==> src/hw/cexs_pkg.sv <==
// How it works
// [RULE_01] Resets, address errors, interrupts, instructions by priority.
// [RULE_02] Power-on rising edge starts reset processing.
// [RULE_03] Manual reset starts when its pin rises.
// [RULE_04] Address errors, interrupts wait for instruction end.
// [RULE_05] Trap starts on execution with its vector.
// [RULE_06] Undefined code outside slot: general illegal.
// [RULE_07] Undefined or PC-writing slot code: slot illegal.
// [RULE_08] Reset vectors at 0/4 or 8/12.
// [RULE_09] Reset clears base, sets mask to ones.
// [RULE_10] Others push status, PC, then fetch handler.
// [RULE_11] Only interrupts write the mask field.
// [RULE_12] Vector address is base plus number times four.
// [RULE_13] Each source has its own vector number.
// [RULE_14] Power-on also resets peripherals; manual does not.
// [RULE_15] Reset pins held low twenty cycles minimum.
// [RULE_16] Manual reset waits for bus cycle end.
// [RULE_17] Manual reset held for longest bus cycle.
// [RULE_18] Manual reset leaves bus state unit running.
// [RULE_19] Odd, peripheral or forbidden external fetch faults.
// [RULE_20] Misaligned word or longword access faults.
// [RULE_21] Peripheral longword to 8-bit, forbidden external faults.
// [RULE_22] Address error ends cycle, saves next PC.
package cexs_pkg;
  localparam logic [7:0] VEC_POR_PC = 8'h00;
  localparam logic [7:0] VEC_MR_PC = 8'h02;
  localparam logic [7:0] VEC_GEN_ILL = 8'h04;
  localparam logic [7:0] VEC_SLOT_ILL = 8'h06;
  localparam logic [7:0] VEC_CPU_ADDR = 8'h09;
  localparam logic [7:0] VEC_DMA_ADDR = 8'h0a;
  localparam logic [7:0] VEC_NMI = 8'h0b;
  localparam logic [7:0] VEC_BREAK = 8'h0c;
  localparam logic [7:0] VEC_TRAP_LO = 8'h20;
  localparam logic [7:0] VEC_IRQ_LO = 8'h40;
  localparam logic [7:0] VEC_PERIPH_LO = 8'h48;
  localparam int VEC_SHIFT = 2;
  localparam logic [3:0] MASK_RESET = 4'hf;
  localparam logic [31:0] VBR_RESET = 32'h0000_0000;
  localparam logic [31:0] WORD_STEP = 32'h0000_0004;
  localparam int RESET_MIN_CYCLES = 20;
  localparam logic [1:0] SZ_BYTE = 2'h0;
  localparam logic [1:0] SZ_WORD = 2'h1;
  localparam logic [1:0] SZ_LONG = 2'h2;
  typedef enum logic [3:0] {
    ST_IDLE, ST_POR_HOLD, ST_MR_HOLD, ST_FETCH_PC, ST_FETCH_SP,
    ST_PUSH_SR, ST_PUSH_PC, ST_FETCH_VEC
  } cexs_state_t;
endpackage

==> src/hw/cexs_addr_check.sv <==
`timescale 1ns/10ps
module cexs_addr_check
  import cexs_pkg::*;
(
  // Instruction fetch
  input wire logic fetch_valid,
  input wire logic [31:0] fetch_addr,
  input wire logic fetch_in_periph,
  input wire logic fetch_in_external,
  // Data access
  input wire logic data_valid,
  input wire logic data_master_cpu,
  input wire logic [31:0] data_addr,
  input wire logic [1:0] data_size,
  input wire logic data_in_periph,
  input wire logic data_periph_8bit,
  input wire logic data_in_external,
  // Mode and results
  input wire logic single_chip,
  output logic cpu_error,
  output logic dma_error
);
  logic fetch_err;
  logic misaligned;
  logic periph_bad;
  logic data_err;

  always_comb begin
    fetch_err = fetch_valid & (fetch_addr[0] | fetch_in_periph |
                               (fetch_in_external & single_chip)); // RULE_19
    misaligned = ((data_size == SZ_WORD) & data_addr[0]) |
                 ((data_size == SZ_LONG) & (data_addr[1:0] != 2'h0)); // RULE_20
    // A 16-bit module splits a longword into two halves, an 8-bit one cannot.
    periph_bad = data_in_periph & data_periph_8bit & (data_size == SZ_LONG); // RULE_21
    data_err = data_valid & (misaligned | periph_bad |
                             (data_in_external & single_chip)); // RULE_21
    cpu_error = fetch_err | (data_err & data_master_cpu);
    dma_error = data_err & ~data_master_cpu;
  end
endmodule

==> src/hw/cexs_seq.sv <==
`timescale 1ns/10ps
module cexs_seq
  import cexs_pkg::*;
#(
  parameter int ADDR_W = 32
)(
  // Clock and reset
  input wire logic clk,
  input wire logic rst,
  // Reset pins
  input wire logic power_on_reset_pin_n,
  input wire logic manual_reset_pin_n,
  // Decode pipeline
  input wire logic decode_valid,
  input wire logic insn_done,
  input wire logic decode_in_slot,
  input wire logic decode_undefined,
  input wire logic decode_pc_write,
  input wire logic trap_exec,
  input wire logic [7:0] trap_vector,
  input wire logic [31:0] status_word,
  input wire logic [31:0] save_pc,
  input wire logic [31:0] stack_register,
  input wire logic vbr_wr,
  input wire logic [31:0] vbr_wdata,
  // Interrupt request
  input wire logic irq_req,
  input wire logic [3:0] irq_level,
  input wire logic [7:0] irq_vector,
  // Bus accesses to be checked
  input wire logic bus_busy,
  input wire logic fetch_valid,
  input wire logic [31:0] fetch_addr,
  input wire logic fetch_in_periph,
  input wire logic fetch_in_external,
  input wire logic data_valid,
  input wire logic data_master_cpu,
  input wire logic [31:0] data_addr,
  input wire logic [1:0] data_size,
  input wire logic data_in_periph,
  input wire logic data_periph_8bit,
  input wire logic data_in_external,
  input wire logic single_chip,
  // Memory port for vector fetch and stacking
  output logic mem_req,
  output logic mem_we,
  output logic [ADDR_W-1:0] mem_addr,
  output logic [31:0] mem_wdata,
  input wire logic mem_ack,
  input wire logic [31:0] mem_rdata,
  // Results
  output logic load_pc,
  output logic [31:0] pc_value,
  output logic load_sp,
  output logic [31:0] sp_value,
  output logic [31:0] vector_base,
  output logic mask_wr,
  output logic [3:0] interrupt_mask_field,
  output logic irq_ack,
  output logic bus_cycle_end,
  output logic cpu_init,
  output logic periph_init,
  output logic exc_busy
);
  if (ADDR_W < 10 || ADDR_W > 32) begin : g_bad_width
    $error("ADDR_W must lie between 10 and 32");
  end

  cexs_state_t state_q, state_d;
  logic pend_cpu_q, pend_cpu_d, pend_dma_q, pend_dma_d;
  logic [7:0] vec_q, vec_d;
  logic is_irq_q, is_irq_d;
  logic [3:0] level_q, level_d;
  logic [31:0] sp_q, sp_d, pc_q, pc_d, sp_out_q, sp_out_d, vbr_q, vbr_d;
  logic [31:0] wdata_q, wdata_d;
  logic [ADDR_W-1:0] addr_q, addr_d;
  logic req_q, req_d, we_q, we_d;
  logic lpc_q, lpc_d, lsp_q, lsp_d, mwr_q, mwr_d, ack_q, ack_d;
  logic [3:0] mask_q, mask_d;
  logic bend_q, bend_d, cinit_q, cinit_d, pinit_q, pinit_d;
  logic cpu_err, dma_err, ae_cpu, ae_dma, take;
  logic busy_q, busy_d;

  cexs_addr_check u_check (
    .fetch_valid(fetch_valid),
    .fetch_addr(fetch_addr),
    .fetch_in_periph(fetch_in_periph),
    .fetch_in_external(fetch_in_external),
    .data_valid(data_valid),
    .data_master_cpu(data_master_cpu),
    .data_addr(data_addr),
    .data_size(data_size),
    .data_in_periph(data_in_periph),
    .data_periph_8bit(data_periph_8bit),
    .data_in_external(data_in_external),
    .single_chip(single_chip),
    .cpu_error(cpu_err),
    .dma_error(dma_err)
  );

  function automatic logic [ADDR_W-1:0] vaddr(input logic [31:0] base, input logic [7:0] v);
    logic [31:0] sum;
    sum = base + {22'h0, v, 2'h0};
    return sum[ADDR_W-1:0];
  endfunction

  always_comb begin
    state_d = state_q;
    vec_d = vec_q;
    is_irq_d = is_irq_q;
    level_d = level_q;
    sp_d = sp_q;
    pc_d = pc_q;
    sp_out_d = sp_out_q;
    vbr_d = vbr_q;
    wdata_d = wdata_q;
    addr_d = addr_q;
    req_d = req_q;
    we_d = we_q;
    mask_d = mask_q;
    lpc_d = 1'b0;
    lsp_d = 1'b0;
    mwr_d = 1'b0;
    ack_d = 1'b0;
    cinit_d = 1'b0;
    pinit_d = 1'b0;
    // The faulting cycle is cut short one cycle later, by the registered bus_cycle_end; entry waits for the instruction.
    bend_d = cpu_err | dma_err; // RULE_22
    ae_cpu = pend_cpu_q | cpu_err;
    ae_dma = pend_dma_q | dma_err;
    pend_cpu_d = ae_cpu;
    pend_dma_d = ae_dma;
    take = decode_valid & insn_done; // RULE_04
    if (!power_on_reset_pin_n) begin
      state_d = ST_POR_HOLD;
      cinit_d = 1'b1;
      pinit_d = 1'b1; // RULE_14
      req_d = 1'b0;
      pend_cpu_d = 1'b0;
      pend_dma_d = 1'b0;
    end else if (!manual_reset_pin_n && state_q != ST_POR_HOLD) begin
      // Peripherals and the bus state unit keep running, so refresh goes on.
      state_d = ST_MR_HOLD; // RULE_03
      cinit_d = 1'b1; // RULE_18
      req_d = req_q & ~mem_ack; // RULE_16
      pend_cpu_d = 1'b0;
      pend_dma_d = 1'b0;
    end else begin
      unique case (state_q)
        ST_POR_HOLD: begin
          state_d = ST_FETCH_PC; // RULE_02
          vec_d = VEC_POR_PC;
          addr_d = vaddr(32'h0, VEC_POR_PC); // RULE_08
          req_d = 1'b1;
          we_d = 1'b0;
        end
        ST_MR_HOLD: begin
          req_d = req_q & ~mem_ack;
          // Our own access or someone else's bus cycle must end before entry.
          if (!bus_busy && !req_q) begin // RULE_16
            state_d = ST_FETCH_PC; // RULE_03
            vec_d = VEC_MR_PC;
            addr_d = vaddr(32'h0, VEC_MR_PC); // RULE_08
            req_d = 1'b1;
            we_d = 1'b0;
          end
        end
        ST_FETCH_PC: begin
          if (mem_ack) begin
            pc_d = mem_rdata;
            addr_d = addr_q + WORD_STEP[ADDR_W-1:0]; // RULE_08
            state_d = ST_FETCH_SP;
          end
        end
        ST_FETCH_SP: begin
          if (mem_ack) begin
            sp_out_d = mem_rdata;
            req_d = 1'b0;
            lpc_d = 1'b1;
            lsp_d = 1'b1;
            vbr_d = VBR_RESET; // RULE_09
            mask_d = MASK_RESET; // RULE_09
            mwr_d = 1'b1;
            state_d = ST_IDLE;
          end
        end
        ST_IDLE: begin
          if (vbr_wr) begin
            vbr_d = vbr_wdata;
          end
          state_d = ST_PUSH_SR;
          is_irq_d = 1'b0;
          // Fixed order: address errors, interrupt, trap, illegal codes.
          if (take && ae_cpu) begin // RULE_01
            vec_d = VEC_CPU_ADDR; // RULE_13
            // A new fault in the cycle that takes an older one stays pending.
            pend_cpu_d = pend_cpu_q & cpu_err;
          end else if (take && ae_dma) begin // RULE_01
            vec_d = VEC_DMA_ADDR; // RULE_13
            pend_dma_d = pend_dma_q & dma_err;
          end else if (take && irq_req) begin // RULE_01
            vec_d = irq_vector; // RULE_13
            level_d = irq_level;
            is_irq_d = 1'b1;
            ack_d = 1'b1;
          end else if (trap_exec) begin // RULE_05
            vec_d = trap_vector;
          end else if (decode_valid && decode_in_slot &&
                       (decode_undefined || decode_pc_write)) begin // RULE_07
            vec_d = VEC_SLOT_ILL;
          end else if (decode_valid && decode_undefined) begin // RULE_06
            vec_d = VEC_GEN_ILL;
          end else begin
            state_d = ST_IDLE;
          end
          if (state_d == ST_PUSH_SR) begin
            // The pipeline presents the resume address for this source.
            pc_d = save_pc; // RULE_22
            sp_d = stack_register - WORD_STEP; // RULE_10
            addr_d = vaddr(stack_register - WORD_STEP, 8'h00);
            wdata_d = status_word;
            req_d = 1'b1;
            we_d = 1'b1;
          end
        end
        ST_PUSH_SR: begin
          if (mem_ack) begin
            sp_d = sp_q - WORD_STEP; // RULE_10
            addr_d = vaddr(sp_q - WORD_STEP, 8'h00);
            wdata_d = pc_q;
            state_d = ST_PUSH_PC;
          end
        end
        ST_PUSH_PC: begin
          if (mem_ack) begin
            addr_d = vaddr(vbr_q, vec_q); // RULE_12
            we_d = 1'b0;
            state_d = ST_FETCH_VEC;
          end
        end
        ST_FETCH_VEC: begin
          if (mem_ack) begin
            pc_d = mem_rdata; // RULE_10
            sp_out_d = sp_q;
            req_d = 1'b0;
            lpc_d = 1'b1;
            lsp_d = 1'b1;
            mwr_d = is_irq_q; // RULE_11
            if (is_irq_q) begin
              mask_d = level_q; // RULE_11
            end
            state_d = ST_IDLE;
          end
        end
      endcase
    end
    busy_d = (state_d != ST_IDLE);
  end

  always_ff @(posedge clk or posedge rst) begin
    if (rst) begin
      state_q <= ST_POR_HOLD;
      pend_cpu_q <= 1'b0;
      pend_dma_q <= 1'b0;
      vec_q <= 8'h00;
      is_irq_q <= 1'b0;
      level_q <= 4'h0;
      sp_q <= 32'h0;
      pc_q <= 32'h0;
      sp_out_q <= 32'h0;
      vbr_q <= VBR_RESET;
      wdata_q <= 32'h0;
      addr_q <= '0;
      req_q <= 1'b0;
      we_q <= 1'b0;
      mask_q <= MASK_RESET;
      lpc_q <= 1'b0;
      lsp_q <= 1'b0;
      mwr_q <= 1'b0;
      ack_q <= 1'b0;
      bend_q <= 1'b0;
      cinit_q <= 1'b1;
      pinit_q <= 1'b1;
      busy_q <= 1'b1;
    end else begin
      state_q <= state_d;
      pend_cpu_q <= pend_cpu_d;
      pend_dma_q <= pend_dma_d;
      vec_q <= vec_d;
      is_irq_q <= is_irq_d;
      level_q <= level_d;
      sp_q <= sp_d;
      pc_q <= pc_d;
      sp_out_q <= sp_out_d;
      vbr_q <= vbr_d;
      wdata_q <= wdata_d;
      addr_q <= addr_d;
      req_q <= req_d;
      we_q <= we_d;
      mask_q <= mask_d;
      lpc_q <= lpc_d;
      lsp_q <= lsp_d;
      mwr_q <= mwr_d;
      ack_q <= ack_d;
      bend_q <= bend_d;
      cinit_q <= cinit_d;
      pinit_q <= pinit_d;
      busy_q <= busy_d;
    end
  end

  assign mem_req = req_q;
  assign mem_we = we_q;
  assign mem_addr = addr_q;
  assign mem_wdata = wdata_q;
  assign load_pc = lpc_q;
  assign pc_value = pc_q;
  assign load_sp = lsp_q;
  assign sp_value = sp_out_q;
  assign vector_base = vbr_q;
  assign mask_wr = mwr_q;
  assign interrupt_mask_field = mask_q;
  assign irq_ack = ack_q;
  assign bus_cycle_end = bend_q;
  assign cpu_init = cinit_q;
  assign periph_init = pinit_q;
  assign exc_busy = busy_q;

  property p_por_init;
    @(posedge clk) disable iff (rst)
      !power_on_reset_pin_n |=> state_q == ST_POR_HOLD && periph_init && cpu_init;
  endproperty
  a_por_init: assert property (p_por_init) else $error("power-on hold wrong"); // RULE_14

  property p_mr_keeps_periph;
    @(posedge clk) disable iff (rst)
      power_on_reset_pin_n && !manual_reset_pin_n && state_q != ST_POR_HOLD
      |=> cpu_init && !periph_init;
  endproperty
  a_mr_keeps_periph: assert property (p_mr_keeps_periph) else $error("manual reset hit periph"); // RULE_18

  property p_mr_waits;
    @(posedge clk) disable iff (rst)
      state_q == ST_MR_HOLD && bus_busy |=> state_q != ST_FETCH_PC;
  endproperty
  a_mr_waits: assert property (p_mr_waits) else $error("manual entry during bus cycle"); // RULE_16

  property p_por_vec;
    @(posedge clk) disable iff (rst)
      state_q == ST_POR_HOLD && power_on_reset_pin_n
      |=> mem_req && !mem_we && mem_addr == '0 && state_q == ST_FETCH_PC;
  endproperty
  a_por_vec: assert property (p_por_vec) else $error("power-on vector fetch wrong"); // RULE_08

  property p_reset_end;
    @(posedge clk) disable iff (rst)
      state_q == ST_FETCH_SP && mem_ack && power_on_reset_pin_n && manual_reset_pin_n
      |=> load_pc && load_sp && vector_base == VBR_RESET
          && interrupt_mask_field == MASK_RESET && sp_value == $past(mem_rdata);
  endproperty
  a_reset_end: assert property (p_reset_end) else $error("reset entry end wrong"); // RULE_09

  property p_push_pc;
    @(posedge clk) disable iff (rst)
      state_q == ST_PUSH_SR && mem_ack && power_on_reset_pin_n && manual_reset_pin_n
      |=> mem_we && mem_wdata == pc_q && mem_addr == sp_q[ADDR_W-1:0];
  endproperty
  a_push_pc: assert property (p_push_pc) else $error("pc push wrong"); // RULE_10

  property p_vec_addr;
    @(posedge clk) disable iff (rst)
      state_q == ST_FETCH_VEC |-> mem_addr == vaddr(vbr_q, vec_q) && !mem_we;
  endproperty
  a_vec_addr: assert property (p_vec_addr) else $error("vector address wrong"); // RULE_12

  property p_irq_mask;
    @(posedge clk) disable iff (rst)
      state_q == ST_FETCH_VEC && mem_ack && power_on_reset_pin_n && manual_reset_pin_n
      |=> mask_wr == $past(is_irq_q) && (!mask_wr || interrupt_mask_field == $past(level_q));
  endproperty
  a_irq_mask: assert property (p_irq_mask) else $error("mask update wrong"); // RULE_11

  property p_ae_first;
    @(posedge clk) disable iff (rst)
      state_q == ST_IDLE && decode_valid && insn_done && pend_cpu_q && irq_req
      && power_on_reset_pin_n && manual_reset_pin_n
      |=> vec_q == VEC_CPU_ADDR && !irq_ack;
  endproperty
  a_ae_first: assert property (p_ae_first) else $error("priority wrong"); // RULE_01

  property p_bus_end;
    @(posedge clk) disable iff (rst)
      cpu_err || dma_err |=> bus_cycle_end;
  endproperty
  a_bus_end: assert property (p_bus_end) else $error("faulting cycle not ended"); // RULE_22
endmodule

==> config.mk <==
export PLATFORM = sky130hd
export DESIGN_NAME = cexs_seq
export DESIGN_NICKNAME = d
export VERILOG_FILES = /design/src/hw/cexs_pkg.sv /design/src/hw/cexs_addr_check.sv /design/src/hw/cexs_seq.sv
export SDC_FILE = /design/constraint.sdc
export NUM_CORES = 1
export LEC_CHECK = 0
export BUFFER_PORTS_ARGS = -buffer_cell sky130_fd_sc_hd__buf_2
export CORE_ASPECT_RATIO = 1.5
export CORE_MARGIN = 2
export CORE_UTILIZATION = 30
export CTS_CLUSTER_DIAMETER = 30
export CTS_CLUSTER_SIZE = 14
export DETAILED_ROUTE_END_ITERATION = 10
export PLACE_DENSITY = 0.6
export SLEW_MARGIN = 5
export SYNTH_ARGS = -nofsm -noshare
export SYNTH_HDL_FRONTEND = slang
export SYNTH_HIERARCHICAL = 1
export SYNTH_SLANG_ARGS = --single-unit
==> constraint.sdc <==
create_clock -name clk -period 6.5 [get_ports clk]
set_clock_uncertainty 0.05 [all_clocks]
set_input_delay 0.325 -clock clk [delete_from_list [all_inputs] [get_ports clk]]
set_output_delay 0.325 -clock clk [all_outputs]
set_load 0.01 [all_outputs]
* Yosys cells after proc, flatten, opt, wreduce, memory -nomap -nowiden
Cells that the tools add are included.
Storage, ports and cells: bits in registers 224, input bits 269, output and inout port bits 174
Operators by class: add/sub/neg operators 4, equality and inequality tests 25, mux-type cells 81, bitwise operators 28, reduce and logical (&&, ||, !) cells 35
Operators by type and width (count):
- $mux W32 | 12
- $pmux W32 S2 | 5
- $pmux W32 S6 | 1
- $sub A32 B3 Y32 const B | 2
- $mux W8 | 7
- $mux W4 | 13
- $add A32 B10 Y32 | 1
- $add A32 B3 Y32 const B | 1
- $mux W1 | 31
- $pmux W4 S7 | 1
- $reduce_and A5 Y1 | 5
- $pmux W8 S3 | 1
- $eq A4 B3 Y1 const B | 5
- $mux W3 | 6
- $ne A2 B2 Y1 const B | 9
- $reduce_and A6 Y1 | 3
- $and A1 B1 Y1 | 14
- $reduce_bool A2 Y1 | 5
- $or A1 B1 Y1 | 9
- $eq A4 B2 Y1 const B | 2
- $logic_and A1 B1 Y1 | 8
- $pmux W1 S4 | 2
- $pmux W4 S2 | 1
- $reduce_and A8 Y1 | 1
- other kinds (19) | 28

* Longest topological paths before layout
depth in word-level cells 19, mapped depth 12, depth with buffers taken out 10

* By module
The synthesis kept the hierarchy.
By module, submodules not included:
- cexs_seq | times used 1, cells each 1554, area an instance 13006.2 sq um, sequential area each 5615.4 sq um
- cexs_addr_check | times used 1, cells each 9, area an instance 60.1 sq um, sequential area each 0.0 sq um

* Worst setup path before layout
OpenSTA, ideal clock, no wires.
path kind input port to flip-flop, from in data_in_periph, to reg addr_q[25] (netlist: mem_addr[25]), arrival time 2.649 ns, data required time 6.368 ns, slack 3.719 ns, cell stages on the path 11, path buffers 2, cells stage by stage a211o_1 > a222oi_1 > nor3b_1 > nor4_1 > o21ai_0 > or2_2 > nand4_1 > buf_2 > buf_2 > a22oi_1 > a31oi_1
Between the ends: longest elaborated chain between the ends 16, elaborated cells on any way between the ends 20
Ends and longest elaborated chain:
- start: declaration | line cexs_seq.sv:40 | input wire logic data_in_periph,
- $and A1 B1 Y1 (2 in a row) | line cexs_addr_check.sv:34 | periph_bad = data_in_periph & data_periph_8bit & (data_size == SZ_LONG);
- $or A1 B1 Y1 (2 in a row) | line cexs_addr_check.sv:35 | data_err = data_valid & (misaligned | periph_bad |
- $and A1 B1 Y1 | line cexs_addr_check.sv:35
- $and A1 B1 Y1 | line cexs_addr_check.sv:38 | dma_error = data_err & ~data_master_cpu;
- named net dma_err | line cexs_seq.sv:81 | logic cpu_err, dma_err, ae_cpu, ae_dma, take;
- $or A1 B1 Y1 | line cexs_seq.sv:130 | ae_dma = pend_dma_q | dma_err;
- $logic_and A1 B1 Y1 | line cexs_seq.sv:198 | end else if (take && ae_dma) begin
- $mux W3 | line cexs_seq.sv:198
- $mux W3 | line cexs_seq.sv:194 | if (take && ae_cpu) begin
- $mux W4 | line cexs_seq.sv:149 | unique case (state_q)
- $mux W4 | line cexs_seq.sv:141 | end else if (!manual_reset_pin_n && state_q != ST_POR_HOLD) begin
- $mux W4 | line cexs_seq.sv:134 | if (!power_on_reset_pin_n) begin
- $eq A4 B3 Y1 | line cexs_seq.sv:216 | if (state_d == ST_PUSH_SR) begin
- $ne A2 B2 Y1 (no source line)
- $reduce_and A8 Y1 (no source line)
- end signal: assignment | line cexs_seq.sv:297 | addr_q <= addr_d;
- end: declaration | line cexs_seq.sv:76 | logic [ADDR_W-1:0] addr_q, addr_d;
The timed path passes the listed nets, and every way through them passes these cells. The select of a mux whose other input is x is not followed. A chain may end at the register's enable or synchronous reset.

* Final worst setup path
from reg state_q[0], to reg mask_q[1] (netlist: interrupt_mask_field[1])
Between the ends: longest elaborated chain between the ends 4, elaborated cells on any way between the ends 11
Ends and longest elaborated chain:
- start: declaration | line cexs_seq.sv:69 | cexs_state_t state_q, state_d;
- start signal: assignment | line cexs_seq.sv:286 | state_q <= state_d;
- branches (longest 4 deep; another with $reduce_and A6 Y1)
- end signal: assignment | line cexs_seq.sv:300 | mask_q <= mask_d;
- end: declaration | line cexs_seq.sv:79 | logic [3:0] mask_q, mask_d;
Several ways; the timed one is not identified.

==> impl_metrics.yaml <==
sta:
  finalSetupTns_ns: 0
  holdWs_ns: 0.0201
  fin_ws_ns: 2.57
  slew_headroom_pct: 25.9
  slew_viol_final: 0
  period_share_pct: 60.5
  post-route-min-period_ns: 3.93
  setup_viol: 0
  rsz0062_at_grt: "false"
  worst_pin_slew_ns: 1.10
  hold_viol: 0
  max_freq_mhz: 254
floorplan:
  initial_core_util_pct: 30.4
  coreArea_um2: 42900
  die_y_um: 260
  rows: 93
  ios: 443
  die-area_um2: 45300
  die_w_um: 174
logic_synthesis:
  synth_cell_type_count: 73
  synth_area_leaders: "dfrtp_1, nand2_1, nor2_1"
  synth_edf_count: 0
  synth_top_area_share_pct: 41.4
  yosys.area.top_type: "dfrtp_1"
  synth_warnings: 6
  ys_seq_elements: 224
  syn_area_um2: 13100
  synth_fp_nets: 1844
  synth.yosys.seq_area_share_pct: 43.0
  synth_ff_type: "dfrtp_1"
  syn_inst: 1563
  synth.avg_cell_area_um2: 8.36
  ys_async_sr_fraction_pct: 100
clock_tree:
  cts_hold_buf: 114
  cts_sinks: 224
  post_cts_buffers: 0
  clkSlewWorstSetupHoldPaths_ns: 0.05
  cts_made_buffers: 46
  cts_root_buf: "clkbuf_16"
  htree_levels: 2
  cts_resized: 0
  worstSkewPairLatency_ns: 0.56
  clock_path_buffers: 3
  cts_tree: "done"
routing:
  drt-total-wl_mm: 49.2
  drt-vias-per-instance: 5.15
  drc: 0
  ant_nets: 0
  dr.pass1.iters: 5
  drt_iter0_drc: 703
  num_vias: 13620
  wl_per_cell_um: 18.6
status:
  outcome: "finished, final reports clean"
global_routing:
  grt_pass1_vias: 13337
  grt.total_usage_pct: 21.0
  antenna_found_initial: 17
  grt_pass1_wl_mm: 75.6
  grt_overflow_total: 0
  grt_max_degree: 105
cells_and_area:
  final_common_cell: "buf_2"
  layout.nets: 2309
  fillerInstances: 4250
  final-seq-area_um2: 5620
  multi_input_area_um2: 7030
  drive_above_1_share_pct: 25.5
  layout.cells.non_filler: 2645
  area_delta_synth_final_pct: 39.9
  mostFrequentLayoutCells: "buf_2, nand2_1, dfrtp_1"
worst_setup_path:
  r2r_end: "interrupt_mask_field[1]"
  max_stage_delay_ns: 1.26
  rr_worst_depth: 7
  worstPathMaxFanout: 66
  crit_chain: "nor2b_1 -> a21oi_1 -> nand2b_1 -> or4_2 -> inv_1 -> nand4_1 -> o22a_1"
  cp_slowest_cell: "or4_2"
  path_class: "reg -> reg"
  critical_path_arrival_ns: 4.34
  start_kind: "flip-flop"
  cp.required_ns: 6.91
  rrSetupSlack_ns: 2.57
  reg2reg_from: "state_q[0]"
  worstSetupEndpointType: "flip-flop"
min_path:
  hold_depth: 3
  hp-start: "save_pc[2]"
  min_path_type: "in -> reg"
  whs_endpoint: "pc_value[2]"
placement:
  portBuffers: 381
  routabilityCongestion: 0.896
  dp_slack_ns: 2.62
  dp_hpwl_mm: 36.2
  dp.cells: 2436
pwr:
  power_density_nw_per_um2: 310
  p_leak_nw: 8.37
  ir_drop_mv: 0.191
  finalPower_mw: 5.66
flow_run:
  max_cap_viol_count: 0
## final cells by class
cell class	instances	share of cell area [%]
Antenna cell	10	0.137
Multi-Input combinational cell	1214	38.5
Tap cell	570	3.90
Clock buffer	50	6.55
Inverter	28	0.616
Timing Repair Buffer	514	17.5
Clock inverter	35	2.16
Sequential cell	224	30.7
## synthesized netlist by cell type (6+ instances only)
cell type / n
nand4_1: 18
or2_2: 6
or3_1: 12
a31oi_1: 76
a22oi_1: 14
inv_1: 27
mux2i_1: 28
xnor2_1: 39
dfrtp_1: 216
and3_1: 7
nand2_1: 291
mux2_2: 12
nor3b_1: 10
nor2_1: 156
nand2b_1: 10
dfstp_2: 8
a221oi_1: 8
nor3_1: 32
a21oi_1: 90
xor2_1: 51
ha_1: 11
o22ai_1: 22
clkbuf_1: 86
o21ai_0: 115
or4_1: 10
a211oi_1: 11
nand3_1: 41
nor4_1: 15
o221ai_1: 6
nor2b_1: 9
a22o_1: 42
## state kept, by name, indices dropped and copies added (netlist names)
signal and flops:
interrupt_mask_field 4, exc_busy 1, pend_dma_q 1, mem_we 1
sp_value 32, vec_q 8, mem_addr 32, sp_q 32
irq_ack 1, is_irq_q 1, mem_wdata 32, load_sp 1
pc_value 32, cpu_init 1, periph_init 1, state_q 4
level_q 4, pend_cpu_q 1, mem_req 1, vector_base 32
mask_wr 1, bus_cycle_end 1
## metrics by stage
step                utilization (%)  area (um^2)
CTS                            42.5        18300
detailed placement             36.1        15500
global route                   42.6        18300
global placement               36.1        15500
finish                         42.6        18300
floorplan                         -        13100
## critical path: cells and delay by family, from the launching register on
kind	cells	cell delay [ns]
compound gates	2	0.44
simple gates	4	2.39
flops	1	0.72
buf+inv	1	0.23
## where the power goes
| group | total (mW) | switching, mW | leakage (nW) | internal [mW] |
|---|---|---|---|---|
| combinational | 1.21 | 0.638 | 4.76 | 0.575 |
| sequential | 2.02 | 0.333 | 2.85 | 1.69 |
| clock | 2.43 | 0.840 | 0.756 | 1.59 |
| total | 5.66 | 1.81 | 8.37 | 3.85 |
## how the worst max path moves through the flow
stage / start / to / slack (ns) / cells after the start
floorplan: rst / bus_cycle_end / 0.004 / 1
finish: state_q[0] / interrupt_mask_field[1] / 2.57 / 7
CTS: state_q[0] / interrupt_mask_field[1] / 2.58 / 7
global placement: state_q[0] / interrupt_mask_field[0] / 2.66 / 7
global route: state_q[0] / interrupt_mask_field[1] / 2.33 / 7
detailed placement: state_q[0] / interrupt_mask_field[0] / 2.62 / 7
## layer usage
| layer | vias to the layer above | share of wire (%) | wire length (um) | global-route usage [%] |
|---|---|---|---|---|
| met3 | 122 | 6.3 | 3110 | 3.99 |
| met4 | 14 | 4.4 | 2190 | 10.2 |
| met5 | - | 0.13 | 64 | 0 |
| met2 | 502 | 49 | 24300 | 37.1 |
| met1 | 6411 | 40 | 19500 | 24.4 |
| li1 | 6571 | - | - | - |
## cell families (layout without fill, tap and decap cells)
kind of cell / after synthesis / in the layout / synth area share (%)
AOI/OAI and AO/OA: 438 / 438 / 21.3
xor gates and xnor gates: 90 / 90 / 6.03
adders and majority gates: 13 / 13 / 1.28
buffers and inverters: 125 / 627 / 3.72
DFF: 224 / 224 / 43.0
muxes: 40 / 40 / 3.18
other: 1 / 11 / 0.0287
and+or+nand+nor: 632 / 632 / 21.5
Note: power is estimated with default switching activity, not from simulation.
